`config.mk`:
```
export PLATFORM = sky130hd
export DESIGN_NAME = suspend_ctrl
export DESIGN_NICKNAME = d
export VERILOG_FILES = /design/src/suspend_ctrl.v /design/src/spi_rx.v
export VERILOG_INCLUDE_DIRS = /design/src
export SDC_FILE = /design/constraint.sdc
export NUM_CORES = 1
export LEC_CHECK = 0
export BUFFER_PORTS_ARGS = -buffer_cell sky130_fd_sc_hd__buf_4
export CAP_MARGIN = 0
export CORE_ASPECT_RATIO = 1.75
export CORE_MARGIN = 5
export CORE_UTILIZATION = 35
export CTS_CLUSTER_SIZE = 10
export DETAILED_ROUTE_END_ITERATION = 10
export HOLD_SLACK_MARGIN = 0.1
export SKIP_CTS_REPAIR_TIMING = 1
export SYNTH_ARGS = -nofsm -noshare
export SYNTH_HDL_FRONTEND = slang
export SYNTH_SLANG_ARGS = --single-unit
```
`constraint.sdc`:
```
create_clock -name clk -period 8.76 [get_ports clk]
set_input_delay 1.752 -clock clk [delete_from_list [all_inputs] [get_ports clk]]
set_output_delay 1.752 -clock clk [all_outputs]
set_load 0.01 [all_outputs]
```
`src/susp_map.vh`:
```
// Purpose: constants for the program/erase suspend controller
// Assumes: opcode classes are decoded outside and arrive as a class code
// Notes: suspend opcode B0h, resume opcode D0h
`ifndef SUSP_MAP_VH
`define SUSP_MAP_VH
`define OP_SUSPEND     8'hb0
`define OP_RESUME      8'hd0
`define SUSP_LAT_NS    20000
`define RES_LAT_NS     20000
`define CLK_NS         40
`define SUSP_LAT_CYC   (`SUSP_LAT_NS / `CLK_NS)
`define RES_LAT_CYC    (`RES_LAT_NS / `CLK_NS)
// Command classes presented on cmd_class
`define CL_READ        4'h0
`define CL_BUF1_WR     4'h1
`define CL_BUF2_WR     4'h2
`define CL_BUF1_CMP    4'h3
`define CL_BUF2_CMP    4'h4
`define CL_PROG_NOER   4'h5
`define CL_PROG_ERASE  4'h6
`define CL_PROTECT     4'h7
`define CL_PROT_READ   4'h8
`define CL_POWERDOWN   4'h9
`define CL_INFO_READ   4'ha
`define CL_RESET       4'hb
`define CL_ERASE       4'hc
// Kind of operation running
`define OPK_PROG1      2'h1
`define OPK_PROG2      2'h2
`define OPK_ERASE      2'h3
`endif

```
`src/suspend_ctrl.v`:
```
// Purpose: program/erase suspend and resume control with command gating
// Assumes: array engine reports the running operation and its sector/page
// Notes: data bytes after suspend/resume opcodes are never examined
`timescale 1ns/1ps
`include "susp_map.vh"
module suspend_ctrl #(
  parameter SUSP_CYC = `SUSP_LAT_CYC,
  parameter RES_CYC  = `RES_LAT_CYC
) (
  input  wire       clk,
  input  wire       rst,
  input  wire       sck,
  input  wire       cs_n,
  input  wire       mosi,
  input  wire       op_busy,
  input  wire [1:0] op_kind,
  input  wire [5:0] op_sector,
  input  wire [12:0] op_page,
  input  wire       op_page_level,
  input  wire       cmd_valid,
  input  wire [3:0] cmd_class,
  input  wire [5:0] cmd_sector,
  input  wire       rd_active,
  input  wire [5:0] rd_sector,
  input  wire       reset_req,
  output reg        op_halt,
  output reg        op_resume,
  output reg        op_abort,
  output reg        cmd_accept,
  output reg        cmd_reject,
  output reg        prog_abort,
  output reg        rd_undef,
  output reg        undef_sector,
  output reg        undef_page,
  output reg [5:0]  undef_sector_num,
  output reg [12:0] undef_page_num,
  output reg        prog_suspend_buf_one_flag,
  output reg        prog_suspend_buf_two_flag,
  output reg        erase_suspend_flag,
  output reg        ready
);
  localparam ST_IDLE = 2'h0;
  localparam ST_SUSP = 2'h1;
  localparam ST_RES  = 2'h2;
  wire [7:0] rx_byte;
  wire       byte_first;
  wire       byte_valid;
  wire       cs_rise;
  reg  [1:0] st_q;
  reg        got_susp_q;
  reg        got_res_q;
  reg [15:0] cnt_q;
  reg  [5:0] es_sec_q;
  reg  [5:0] ps_sec_q;
  reg [12:0] es_page_q;
  reg [12:0] ps_page_q;
  reg        es_pg_q;
  reg        ps_pg_q;
  reg        allowed;
  wire       ps_any = prog_suspend_buf_one_flag | prog_suspend_buf_two_flag;
  wire       any_susp = ps_any | erase_suspend_flag;
  spi_rx u_rx (
    .clk        (clk),
    .rst        (rst),
    .sck        (sck),
    .cs_n       (cs_n),
    .mosi       (mosi),
    .rx_byte    (rx_byte),
    .byte_first (byte_first),
    .byte_valid (byte_valid),
    .cs_rise    (cs_rise)
  );
  // True where a sector holds a suspended operation
  function hit;
    input [5:0] s;
    begin
      hit = (erase_suspend_flag & (s == es_sec_q)) |
            (ps_any & (s == ps_sec_q));
    end
  endfunction
  // Gating table for commands while suspended
  always @* begin
    allowed = 1'b1;
    if (any_susp) begin
      case (cmd_class)
        `CL_READ:      allowed = 1'b1;
        `CL_BUF1_WR,
        `CL_BUF1_CMP:  allowed = ~prog_suspend_buf_one_flag;
        `CL_BUF2_WR,
        `CL_BUF2_CMP:  allowed = ~prog_suspend_buf_two_flag;
        `CL_PROG_NOER: allowed = ~ps_any;
        `CL_PROG_ERASE,
        `CL_ERASE:     allowed = 1'b0;
        `CL_PROTECT:   allowed = 1'b0;
        `CL_PROT_READ: allowed = 1'b1;
        `CL_POWERDOWN: allowed = 1'b0;
        `CL_INFO_READ,
        `CL_RESET:     allowed = 1'b1;
        default:       allowed = 1'b1;
      endcase
    end
  end
  always @(posedge clk or posedge rst) begin
    if (rst) begin
      st_q <= ST_IDLE; got_susp_q <= 1'b0; got_res_q <= 1'b0;
      cnt_q <= 16'h0000; es_sec_q <= 6'h00; ps_sec_q <= 6'h00;
      es_page_q <= 13'h0000; ps_page_q <= 13'h0000;
      es_pg_q <= 1'b0; ps_pg_q <= 1'b0;
      op_halt <= 1'b0; op_resume <= 1'b0; op_abort <= 1'b0;
      cmd_accept <= 1'b0; cmd_reject <= 1'b0; prog_abort <= 1'b0;
      rd_undef <= 1'b0; undef_sector <= 1'b0; undef_page <= 1'b0;
      undef_sector_num <= 6'h00; undef_page_num <= 13'h0000;
      prog_suspend_buf_one_flag <= 1'b0;
      prog_suspend_buf_two_flag <= 1'b0;
      erase_suspend_flag <= 1'b0;
      ready <= 1'b1;
    end else begin
      op_halt <= 1'b0; op_resume <= 1'b0; op_abort <= 1'b0;
      cmd_accept <= 1'b0; cmd_reject <= 1'b0; prog_abort <= 1'b0;
      undef_sector <= 1'b0; undef_page <= 1'b0;
      // Undefined output for the whole span of a suspended sector
      rd_undef <= rd_active & hit(rd_sector);
      // Only the opcode byte is decoded; later bytes are dropped
      if (byte_valid & byte_first) begin
        got_susp_q <= (rx_byte == `OP_SUSPEND);
        got_res_q  <= (rx_byte == `OP_RESUME);
      end
      if (cs_rise) begin
        got_susp_q <= 1'b0;
        got_res_q  <= 1'b0;
      end
      if (cmd_valid) begin
        if (!allowed) begin
          cmd_reject <= 1'b1;
        end else if ((cmd_class == `CL_PROG_NOER) & erase_suspend_flag &
                     (cmd_sector == es_sec_q)) begin
          prog_abort <= 1'b1;
        end else begin
          cmd_accept <= 1'b1;
        end
      end
      if (reset_req) begin
        // Reset drops every suspend; erase damage reported by its scope (page or sector); with no erase held, a program suspend always as a page
        if (erase_suspend_flag) begin
          if (es_pg_q) begin
            undef_page <= 1'b1;
            undef_page_num <= es_page_q;
          end else begin
            undef_sector <= 1'b1;
            undef_sector_num <= es_sec_q;
          end
        end else if (ps_any) begin
          undef_page <= 1'b1;
          undef_page_num <= ps_page_q;
        end
        op_abort <= any_susp;
        prog_suspend_buf_one_flag <= 1'b0;
        prog_suspend_buf_two_flag <= 1'b0;
        erase_suspend_flag <= 1'b0;
        st_q <= ST_IDLE;
        ready <= 1'b1;
      end else begin
        case (st_q)
          ST_IDLE: begin
            ready <= ~op_busy;
            if (cs_rise & got_susp_q & op_busy) begin
              op_halt <= 1'b1;
              cnt_q <= 16'h0000;
              st_q <= ST_SUSP;
            end else if (cs_rise & got_res_q & any_susp) begin
              op_resume <= 1'b1;
              ready <= 1'b0;
              cnt_q <= 16'h0000;
              // Program resumes ahead of a held erase
              if (ps_any) begin
                prog_suspend_buf_one_flag <= 1'b0;
                prog_suspend_buf_two_flag <= 1'b0;
              end else begin
                erase_suspend_flag <= 1'b0;
              end
              st_q <= ST_RES;
            end
          end
          ST_SUSP: begin
            cnt_q <= cnt_q + 16'h0001;
            // Flags and ready show only after the latency window
            if (cnt_q == SUSP_CYC[15:0]) begin
              case (op_kind)
                `OPK_PROG1: prog_suspend_buf_one_flag <= 1'b1;
                `OPK_PROG2: prog_suspend_buf_two_flag <= 1'b1;
                `OPK_ERASE: erase_suspend_flag <= 1'b1;
                default:    prog_suspend_buf_one_flag <= 1'b0;
              endcase
              if (op_kind == `OPK_ERASE) begin
                es_sec_q <= op_sector;
                es_page_q <= op_page;
                es_pg_q <= op_page_level;
              end else begin
                ps_sec_q <= op_sector;
                ps_page_q <= op_page;
                ps_pg_q <= op_page_level;
              end
              ready <= 1'b1;
              st_q <= ST_IDLE;
            end
          end
          ST_RES: begin
            // Suspend opcodes are dropped for the whole resume window
            ready <= 1'b0;
            cnt_q <= cnt_q + 16'h0001;
            if (cnt_q == RES_CYC[15:0]) begin
              st_q <= ST_IDLE;
            end
          end
          default: st_q <= ST_IDLE;
        endcase
      end
    end
  end
endmodule // suspend_ctrl

```
`src/spi_rx.v`:
```
// Purpose: SPI mode 0 byte receiver sampled by the system clock
// Assumes: sck well below clk/4
// Notes: pins pass two flops before use
`timescale 1ns/1ps
module spi_rx (
  input  wire       clk,
  input  wire       rst,
  input  wire       sck,
  input  wire       cs_n,
  input  wire       mosi,
  output reg  [7:0] rx_byte,
  output reg        byte_first,
  output reg        byte_valid,
  output reg        cs_rise
);
  reg [1:0] sck_s;
  reg [1:0] cs_s;
  reg [1:0] mo_s;
  reg       sck_p;
  reg       cs_p;
  reg [2:0] cnt;
  reg [6:0] sh;
  reg       first;
  always @(posedge clk or posedge rst) begin
    if (rst) begin
      sck_s <= 2'h0; cs_s <= 2'h3; mo_s <= 2'h0;
      sck_p <= 1'b0; cs_p <= 1'b1; cnt <= 3'h0; sh <= 7'h00;
      first <= 1'b1; rx_byte <= 8'h00; byte_first <= 1'b0;
      byte_valid <= 1'b0; cs_rise <= 1'b0;
    end else begin
      sck_s <= {sck_s[0], sck};
      cs_s  <= {cs_s[0], cs_n};
      mo_s  <= {mo_s[0], mosi};
      sck_p <= sck_s[1];
      cs_p  <= cs_s[1];
      byte_valid <= 1'b0;
      cs_rise <= cs_s[1] & ~cs_p;
      if (cs_s[1]) begin
        cnt <= 3'h0;
        first <= 1'b1;
      end else if (sck_s[1] & ~sck_p) begin
        cnt <= cnt + 3'h1;
        sh <= {sh[5:0], mo_s[1]};
        if (cnt == 3'h7) begin
          rx_byte <= {sh, mo_s[1]};
          byte_valid <= 1'b1;
          byte_first <= first;
          first <= 1'b0;
        end
      end
    end
  end
endmodule // spi_rx

```
==> results of run 1 <==
cells in the mapped netlist, types with 4 or more instances:
library cell	count
sky130_fd_sc_hd__dfrtp_1	116
sky130_fd_sc_hd__mux2_2	63
sky130_fd_sc_hd__nand2_1	37
sky130_fd_sc_hd__o21ai_0	28
sky130_fd_sc_hd__mux2i_1	15
sky130_fd_sc_hd__xor2_1	13
sky130_fd_sc_hd__nor2_1	12
sky130_fd_sc_hd__clkbuf_1	10
sky130_fd_sc_hd__inv_1	10
sky130_fd_sc_hd__a21oi_1	9
sky130_fd_sc_hd__nand3_1	9
sky130_fd_sc_hd__ha_1	8
sky130_fd_sc_hd__nand2b_1	8
sky130_fd_sc_hd__buf_2	7
sky130_fd_sc_hd__and2_1	6
sky130_fd_sc_hd__o31ai_1	6
sky130_fd_sc_hd__xnor2_1	6
sky130_fd_sc_hd__and3_1	5
sky130_fd_sc_hd__buf_4	5
sky130_fd_sc_hd__dfstp_2	5
sky130_fd_sc_hd__nor3_1	5
sky130_fd_sc_hd__nor4_1	5
sky130_fd_sc_hd__and4_1	4
sky130_fd_sc_hd__nand4_1	4
layout by cell type (no fill, tap or decap), types with 8 or more instances in the layout:
cell | Yosys | routed
sky130_fd_sc_hd__dfrtp_1 | 116 | 116
sky130_fd_sc_hd__a21oi_1 | 9 | 9
sky130_fd_sc_hd__inv_1 | 10 | 9
sky130_fd_sc_hd__xor2_1 | 13 | 13
sky130_fd_sc_hd__ha_1 | 8 | 8
sky130_fd_sc_hd__nor2_1 | 12 | 12
sky130_fd_sc_hd__clkbuf_16 | 0 | 17
sky130_fd_sc_hd__nand2_1 | 37 | 37
sky130_fd_sc_hd__o21ai_0 | 28 | 28
sky130_fd_sc_hd__mux2_2 | 63 | 63
sky130_fd_sc_hd__mux2i_1 | 15 | 15
sky130_fd_sc_hd__nand2b_1 | 8 | 8
sky130_fd_sc_hd__buf_4 | 5 | 81
sky130_fd_sc_hd__nand3_1 | 9 | 9
how the worst min path moves through the flow:
stage                     slack, ps           from       endpoint
final                           350   u_rx.mo_s[0]   u_rx.mo_s[1]
after global routing            360   u_rx.cs_s[0]   u_rx.cs_s[1]
after CTS                       350   u_rx.mo_s[0]   u_rx.mo_s[1]
after detailed placement        340   u_rx.mo_s[0]   u_rx.mo_s[1]
after global placement          340  u_rx.sck_s[0]  u_rx.sck_s[1]
after floorplan                 330   u_rx.mo_s[0]   u_rx.mo_s[1]
power by group:
| group | total [W] | switching, W | internal, W |
|---|---|---|---|
| sequential | 0.000595 | 0.0000159 | 0.000579 |
| combinational | 0.0000650 | 0.0000319 | 0.0000331 |
| clock | 0.000652 | 0.000259 | 0.000393 |
| total | 0.00131 | 0.000306 | 0.00101 |
final cells by class:
type / count / area (sq um)
clock buffers: 20 / 437
clock inverters: 12 / 120
fillers: 1408 / 8590
inverters: 10 / 40.0
multi-input cells: 302 / 2330
flip-flops and latches: 121 / 3030
well taps: 186 / 233
repair buffers: 81 / 608
metal layers:
layer	vias up	routed length [microns]
li1	1809	-
met1	1921	4920
met2	88	6450
met4	0	441
met5	-	0
met3	25	548
cell families (layout without fill, tap and decap cells):
kind of cell             count (synthesis)  after routing
flip-flops                             121            121
adder cells (fa/ha/maj)                  8              8
AO/OA/AOI/OAI                           81             81
AND/OR/NAND/NOR                        116            116
buffers and inverters                   33            123
XOR/XNOR                                19             19
multiplexers                            78             78
stage by stage:
stage | cell area [sq um] | utilization, %
floorplan | 5500 | -
global placement | 6250 | 40.6
detailed placement | 6250 | 40.6
CTS | 6800 | 44.2
global route | 6800 | 44.2
finish | 6800 | 44.2
sequential cells by signal, summed over array words and instances (netlist names), 2 cells and up:
signal and count:
u_rx.cs_s 2, u_rx.sck_s 2, st_q 2, ps_sec_q 6
cnt_q 16, ps_page_q 13, u_rx.rx_byte 8, es_sec_q 6
u_rx.mo_s 2, es_page_q 13, u_rx.cnt 3, undef_page_num 13
undef_sector_num 6, u_rx.sh 7
==> results.sh, run 1 <==
export IMPL_outcome="complete, no violations"
export IMPL_met1_usage_in_global_routing_pct=15.4
export IMPL_worst_path_max_stage_delay_ps=860
export IMPL_grt_overflow=0
export IMPL_grt_setup_unrepaired="no"
export IMPL_critical_path_top_delay_family="simple AND/OR/NAND/NOR gates"
export IMPL_post_synth_mux_area_share_pct=15.6
export IMPL_final_hold_violation_count=0
export IMPL_worst_slack_setup_final_ps=5580
export IMPL_cts_sink_count=121
export IMPL_global_route_wire_length_before_repair_mm=20.5
export IMPL_postSynth_topFlopCell="sky130_fd_sc_hd__dfrtp_1"
export IMPL_die_w_microns=105
export IMPL_final_nets=588
export IMPL_clock_tree_htree_level_count=4
export IMPL_worst_r2r_endpoint="es_sec_q[0]"
export IMPL_timing_final_setup_violations=0
export IMPL_synth_ff_latch_count=121
export IMPL_antenna_found_initial=0
export IMPL_maxSlewHeadroom_pct=31.7
export IMPL_placement_io_buffers=78
export IMPL_dpl_hpwl_mm=8.70
export IMPL_synth_top_family_by_area="multiplexers"
export IMPL_post_synthesis_share_of_cell_area_spent_on_full_adders_half_adders_and_majority_gates_pct=1.82
export IMPL_synth_simple_area_share_pct=11.4
export IMPL_async_reset_ff_share_pct=100
export IMPL_die_h_microns=176
export IMPL_met3_usage_pct=4.97
export IMPL_final_min_period_over_clock_period_pct=36.3
export IMPL_timing_critical_path_arrival_ps=3470
export IMPL_route_detailed_drc=0
export IMPL_grt_most_used_layer="met2"
export IMPL_placedCellCount=700
export IMPL_final_layout_size_suffix_gt1_share_pct=34.4
export IMPL_synthTopCellsByArea="sky130_fd_sc_hd__dfrtp_1, sky130_fd_sc_hd__mux2_2, sky130_fd_sc_hd__mux2i_1"
export IMPL_cts_path_max_buffers=2
export IMPL_met2_usage_pct=23.3
export IMPL_synth_largest_type_area_fraction_pct=52.8
export IMPL_grt_max_degree=74
export IMPL_r2r_worst_path_cells=6
export IMPL_fin_tns_setup_ps=0
export IMPL_yosys_cell_types_count=61
export IMPL_floorplan_die_area_sq_um=18400
export IMPL_cell_breakdown_of_the_critical_path="buf_4, nand2b_1, nor3_4, mux2_2"
export IMPL_antenna_diode_count=0
export IMPL_via_count=3843
export IMPL_synth_avg_cell_area_sq_um=12.1
export IMPL_worst_hold_path_num_cells=0
export IMPL_pre_cts_ws_ps=5120
export IMPL_io_pins=79
export IMPL_vias_per_cell=5.25
export IMPL_initial_utilization_pct=35.8
export IMPL_setup_crit_end_kind="register"
export IMPL_slew_violations=0
export IMPL_worst_pin_slew_ps=1020
export IMPL_worst_skew_pair_late_latency_ps=410
export IMPL_cp_endpoint="es_sec_q[0]"
export IMPL_number_of_nets_still_failing_antenna_checks_after_routing=0
export IMPL_number_of_global_route_vias_before_repair=4083
export IMPL_synthesis_nets=511
export IMPL_synth_area_sq_um=5500
export IMPL_crit_fanout=21
export IMPL_drt_wl_total_mm=12.4
export IMPL_fin_worst_skew_ps=9.53
export IMPL_hold_class="reg -> reg"
export IMPL_globalplace_congestion=0.826
export IMPL_r2r_start="cnt_q[0]"
export IMPL_ys_seq_area_share_pct=55.1
export IMPL_xor_and_xnor_area_share_after_synthesis_pct=3.02
export IMPL_first_pass_iters=4
export IMPL_cts_clk_slew_worst_paths_ps=50
export IMPL_dr_first_iter_drc_count=258
export IMPL_post_synthesis_compound_gate_area_fraction_pct=10.3
export IMPL_hold_slack_ps=350
export IMPL_powerDensity_nw_per_um2=193
export IMPL_placementRows=60
export IMPL_area_growth_syn_to_layout_pct=23.6
export IMPL_crit_path_start="reset_req"
export IMPL_timing_critical_path_from_type="input port"
export IMPL_post_synth_top_area_cell="sky130_fd_sc_hd__dfrtp_1"
export IMPL_tritoncts="built"
export IMPL_rrSetupSlack_ps=5830
export IMPL_core_area_sq_um=15400
export IMPL_synth_edff_count=0
export IMPL_maxCapViolations=0
export IMPL_data_required_critical_path_ps=9050
export IMPL_critical_path_slowest_cell="sky130_fd_sc_hd__nor3_4"
export IMPL_p_total_w=0.00131
export IMPL_path_depth=4
export IMPL_root_buffer="sky130_fd_sc_hd__clkbuf_16"
export IMPL_critical_path_n_buffers_inverters=1
export IMPL_worst_ir_drop_vdd_uv=120
export IMPL_ys_warn_count=0
export IMPL_cts_made_buffers=17
export IMPL_fmax_ghz=0.314
export IMPL_syn_instance_count=456
export IMPL_worst_setup_path_type="in -> reg"
export IMPL_finalNonFillerCells=732
export IMPL_grt_use_total_pct=13.9
export IMPL_leakage_nw=3.19
export IMPL_wl_per_cell_microns=16.9
export IMPL_finalCriticalPeriod_ps=3180
No activity file was read; power rests on OpenSTA's default activity.
==> run 2: changes to the inputs <==
==> constraint.sdc (replaced) <==
create_clock -name clk -period 2.6 [get_ports clk]
set_input_delay 0.52 -clock clk [delete_from_list [all_inputs] [get_ports clk]]
set_output_delay 0.52 -clock clk [all_outputs]
set_load 0.01 [all_outputs]
==> results.sh, run 2 (synthesis results as in run 1) <==
export IMPL_root_buffer="sky130_fd_sc_hd__clkbuf_16"
export IMPL_via_count=3912
export IMPL_final_nets=601
export IMPL_wl_met2_mm=7.03
export IMPL_top_layer="met4"
export IMPL_clock_tree_htree_level_count=4
export IMPL_floorplan_die_area_sq_um=18400
export IMPL_finalCriticalPeriod_ps=2210
export IMPL_top_library_cells_by_usage_in_the_layout_fill_and_taps_aside="sky130_fd_sc_hd__dfrtp_1, sky130_fd_sc_hd__buf_4, sky130_fd_sc_hd__mux2_2, sky130_fd_sc_hd__nand2_1, sky130_fd_sc_hd__o21ai_0"
export IMPL_area_sequential_sq_um=3030
export IMPL_route_detailed_drc=0
export IMPL_dr_first_iter_drc_count=189
export IMPL_grt_overflow=0
export IMPL_worst_path_max_stage_delay_ps=500
export IMPL_largest_register="cnt_q"
export IMPL_fillCellCount=1392
export IMPL_core_area_sq_um=15400
export IMPL_antenna_diode_count=0
export IMPL_grt_use_total_pct=14.5
export IMPL_layout_commonest_cell="sky130_fd_sc_hd__dfrtp_1"
export IMPL_first_pass_iters=5
export IMPL_hold_class="in -> async"
export IMPL_placementRows=60
export IMPL_critical_path_slowest_cell="sky130_fd_sc_hd__or3b_2"
export IMPL_crit_fanout=8
export IMPL_area_growth_syn_to_layout_pct=27.5
export IMPL_maxCapViolations=0
export IMPL_multiInputGateArea_sq_um=2330
export IMPL_largest_reg_flops=16
export IMPL_io_pins=79
export IMPL_timing_critical_path_from_type="register"
export IMPL_fin_worst_skew_ps=12.8
export IMPL_r2r_worst_path_cells=6
export IMPL_cell_breakdown_of_the_critical_path="inv_1, ha_1, or3b_2, a2111oi_0, o2bb2ai_1, a22o_1"
export IMPL_hold_slack_ps=166
export IMPL_cts_path_max_buffers=2
export IMPL_global_route_wire_length_before_repair_mm=21.4
export IMPL_routedLengthMet1_mm=4.85
export IMPL_grt_max_degree=67
export IMPL_final_hold_violation_count=0
export IMPL_final_min_period_over_clock_period_pct=85.0
export IMPL_drt_wl_total_mm=12.8
export IMPL_dpl_hpwl_mm=9.22
export IMPL_fin_tns_setup_ps=0
export IMPL_globalplace_congestion=0.823
export IMPL_placement_io_buffers=78
export IMPL_slew_violations=0
export IMPL_wl_met3_microns=517
export IMPL_setup_crit_end_kind="register"
export IMPL_cts_sink_count=121
export IMPL_fmax_ghz=0.452
export IMPL_die_h_microns=176
export IMPL_leakage_nw=3.31
export IMPL_wl_per_cell_microns=17.1
export IMPL_outcome="complete, no violations"
export IMPL_cts_made_buffers=17
export IMPL_powerDensity_nw_per_um2=689
export IMPL_antenna_found_initial=0
export IMPL_worst_ir_drop_vdd_uv=488
export IMPL_maxSlewHeadroom_pct=31.2
export IMPL_data_required_critical_path_ps=2890
export IMPL_number_of_nets_still_failing_antenna_checks_after_routing=0
export IMPL_timing_final_setup_violations=0
export IMPL_worst_pin_slew_ps=1030
export IMPL_tritoncts="built"
export IMPL_worst_skew_pair_late_latency_ps=410
export IMPL_vias_per_cell=5.25
export IMPL_cts_clk_slew_worst_paths_ps=50
export IMPL_final_layout_size_suffix_gt1_share_pct=36.0
export IMPL_timing_critical_path_arrival_ps=2500
export IMPL_grt_setup_unrepaired="no"
export IMPL_initial_utilization_pct=35.8
export IMPL_p_total_w=0.00484
export IMPL_die_w_microns=105
export IMPL_worst_setup_path_type="reg -> reg"
export IMPL_number_of_global_route_vias_before_repair=4200
==> run 2: cell count changes in the layout (fill, tap and decap cells not counted) <==
| cell | change |
|---|---|
| sky130_fd_sc_hd__buf_12 | +1 |
| sky130_fd_sc_hd__buf_4 | +12 |
| sky130_fd_sc_hd__bufinv_16 | +4 |
| sky130_fd_sc_hd__clkbuf_8 | +4 |
| sky130_fd_sc_hd__clkinv_2 | +1 |
| sky130_fd_sc_hd__clkinv_4 | -6 |
| sky130_fd_sc_hd__inv_4 | -1 |
| sky130_fd_sc_hd__inv_6 | -2 |
==> run 2: worst paths after layout <==
check	from	to	slack, ps
max in group asynchronous	rst	ps_sec_q[2]	1730
worst max register to register	st_q[0]	erase_suspend_flag	390
worst max-delay path	st_q[0]	erase_suspend_flag	390
min in group clk	sck	u_rx.sck_s[0]	230
worst min-delay path	rst	prog_suspend_buf_one_flag	170
worst min register to register	u_rx.sck_s[0]	u_rx.sck_s[1]	350
==> run 2: through the flow <==
step / cells / setup WS [ps] / area, sq um / util [%]
2_1_floorplan: 456 / 601 / 5510 / -
6_report: 745 / 389 / 7020 / 45.6
5_1_grt: 745 / 265 / 7020 / 45.6
3_5_place_dp: 713 / 413 / 6360 / 41.3
3_3_place_gp: 713 / 471 / 6360 / 41.3
4_1_cts: 745 / 406 / 7020 / 45.6
==> run 2: cell type report <==
class | instances | area share, %
inverter | 10 | 0.588
clock inverter | 8 | 2.39
clock buffer | 24 | 7.01
multi-input combinational | 302 | 33.2
timing repair buffer | 94 | 10.2
sequential | 121 | 43.2
tap | 186 | 3.32
==> run 2: layer usage <==
layer | GRT usage (%) | vias to the layer above
met5 | 0 | -
met4 | 7.47 | 0
met3 | 3.05 | 21
met2 | 25.7 | 106
met1 | 16.2 | 1956
li1 | - | 1829
==> run 2: power breakdown <==
group,total (W),leakage [nW],switching (W),internal (W)
clock network,0.00261,0.320,0.000812,0.00180
logic,0.000223,1.40,0.000107,0.000116
registers,0.00200,1.60,0.0000498,0.00195
total,0.00484,3.31,0.000969,0.00387
==> run 2: critical path: cells and delay by family (launching register included) <==
kind,cells,cell delay (ps)
compound gates,3,740
fa+ha+maj,1,320
buf+inv,1,130
flops,1,410
simple gates,1,500
==> run 3: changes to the inputs <==
==> constraint.sdc (replaced) <==
create_clock -name clk -period 2.8 [get_ports clk]
set_input_delay 0.56 -clock clk [delete_from_list [all_inputs] [get_ports clk]]
set_output_delay 0.56 -clock clk [all_outputs]
set_load 0.01 [all_outputs]
==> results.sh, run 3 (synthesis results as in run 1) <==
export IMPL_final_min_period_over_clock_period_pct=77.7
export IMPL_globalplace_congestion=0.811
export IMPL_global_route_wire_length_before_repair_mm=20.9
export IMPL_hold_class="in -> reg"
export IMPL_via_count=3869
export IMPL_die_w_microns=105
export IMPL_cts_made_buffers=17
export IMPL_initial_utilization_pct=35.8
export IMPL_antenna_found_initial=0
export IMPL_die_h_microns=176
export IMPL_fmax_ghz=0.459
export IMPL_top_library_cells_by_usage_in_the_layout_fill_and_taps_aside="sky130_fd_sc_hd__dfrtp_1, sky130_fd_sc_hd__buf_4, sky130_fd_sc_hd__mux2_2, sky130_fd_sc_hd__nand2_1, sky130_fd_sc_hd__o21ai_0"
export IMPL_cts_clk_slew_worst_paths_ps=60
export IMPL_placementRows=60
export IMPL_fillCellCount=1400
export IMPL_fin_tns_setup_ps=0
export IMPL_timing_critical_path_from_type="register"
export IMPL_clock_tree_htree_level_count=4
export IMPL_outcome="complete, no violations"
export IMPL_slew_violations=0
export IMPL_drt_wl_total_mm=12.6
export IMPL_grt_max_degree=122
export IMPL_crit_fanout=8
export IMPL_worst_setup_path_type="reg -> reg"
export IMPL_area_growth_syn_to_layout_pct=25.8
export IMPL_grt_setup_unrepaired="no"
export IMPL_placedCellCount=708
export IMPL_fin_worst_skew_ps=11.0
export IMPL_largest_register="cnt_q"
export IMPL_grt_overflow=0
export IMPL_layout_core_utilization_pct=45.0
export IMPL_core_area_sq_um=15400
export IMPL_tritoncts="built"
export IMPL_io_pins=79
export IMPL_worst_pin_slew_ps=1010
export IMPL_wl_per_cell_microns=17.1
export IMPL_setup_crit_end_kind="register"
export IMPL_data_required_critical_path_ps=3090
export IMPL_powerDensity_nw_per_um2=613
export IMPL_maxSlewHeadroom_pct=32.7
export IMPL_floorplan_die_area_sq_um=18400
export IMPL_cts_path_max_buffers=2
export IMPL_largest_reg_flops=16
export IMPL_finalNonFillerCells=740
export IMPL_route_detailed_drc=0
export IMPL_dpl_hpwl_mm=8.93
export IMPL_grt_use_total_pct=14.0
export IMPL_finalCriticalPeriod_ps=2180
export IMPL_cts_sink_count=121
export IMPL_final_layout_size_suffix_gt1_share_pct=35.9
export IMPL_worst_ir_drop_vdd_uv=477
export IMPL_vias_per_cell=5.23
export IMPL_number_of_nets_still_failing_antenna_checks_after_routing=0
export IMPL_first_pass_iters=4
export IMPL_root_buffer="sky130_fd_sc_hd__clkbuf_16"
export IMPL_placement_io_buffers=78
export IMPL_final_hold_violation_count=0
export IMPL_layout_commonest_cell="sky130_fd_sc_hd__dfrtp_1"
export IMPL_worst_skew_pair_late_latency_ps=420
export IMPL_timing_final_setup_violations=0
export IMPL_timing_critical_path_arrival_ps=2470
export IMPL_hold_slack_ps=252
export IMPL_maxCapViolations=0
export IMPL_dr_first_iter_drc_count=108
export IMPL_leakage_nw=3.26
export IMPL_p_total_w=0.00424
export IMPL_final_nets=596
export IMPL_number_of_global_route_vias_before_repair=4276
export IMPL_antenna_diode_count=0
## run 3: final cells by class
cell class,count,area (sq um),share of cell area (%)
clock buffers,17,425,6.15
multi-input cells,302,2330,33.7
well taps,186,233,3.36
repair buffers,89,681,9.84
clock inverters,15,174,2.51
flip-flops and latches,121,3030,43.8
inverters,10,41.3,0.597
## run 3: final timing paths
check                              start                 end  slack [ps]  depth (start not counted)
hold / removal                       sck       u_rx.sck_s[0]         250                          1
setup / recovery                 st_q[0]  erase_suspend_flag         620                          6
max in group asynchronous            rst  erase_suspend_flag        1960                          3
hold reg to reg            u_rx.sck_s[0]       u_rx.sck_s[1]         350                          0
setup reg to reg                 st_q[0]  erase_suspend_flag         620                          6
min in group asynchronous            rst            cnt_q[5]         280                          3
## run 3: worst max-delay path, cell delays in order (launching register included)
cell and delay (ps):
sky130_fd_sc_hd__dfrtp_1 420, sky130_fd_sc_hd__inv_1 120, sky130_fd_sc_hd__ha_1 310, sky130_fd_sc_hd__or3b_2 500, sky130_fd_sc_hd__a2111oi_0 360, sky130_fd_sc_hd__o2bb2ai_1 120
sky130_fd_sc_hd__a22o_1 240
## run 3: per-layer routing
| layer | global-route usage (%) | share of wire, % | vias up |
|---|---|---|---|
| li1 | - | - | 1830 |
| met1 | 15.2 | 38 | 1917 |
| met2 | 25.2 | 55 | 96 |
| met3 | 3.53 | 4.1 | 26 |
| met4 | 6.56 | 2.9 | 0 |
| met5 | 0 | 0 | - |
## run 3: metrics by stage
step                      instance area [sq um]  setup WS [ps]
after floorplan                            5510            761
after global placement                     6320            548
after global routing                       6920            453
after CTS                                  6920            635
after detailed placement                   6320            537
final                                      6920            624
## run 3: power breakdown
part	total (W)	internal (W)	switching, W	leakage (nW)
clock network	0.00218	0.00128	0.000907	0.293
registers	0.00186	0.00181	0.0000463	1.60
logic	0.000203	0.000106	0.0000971	1.37
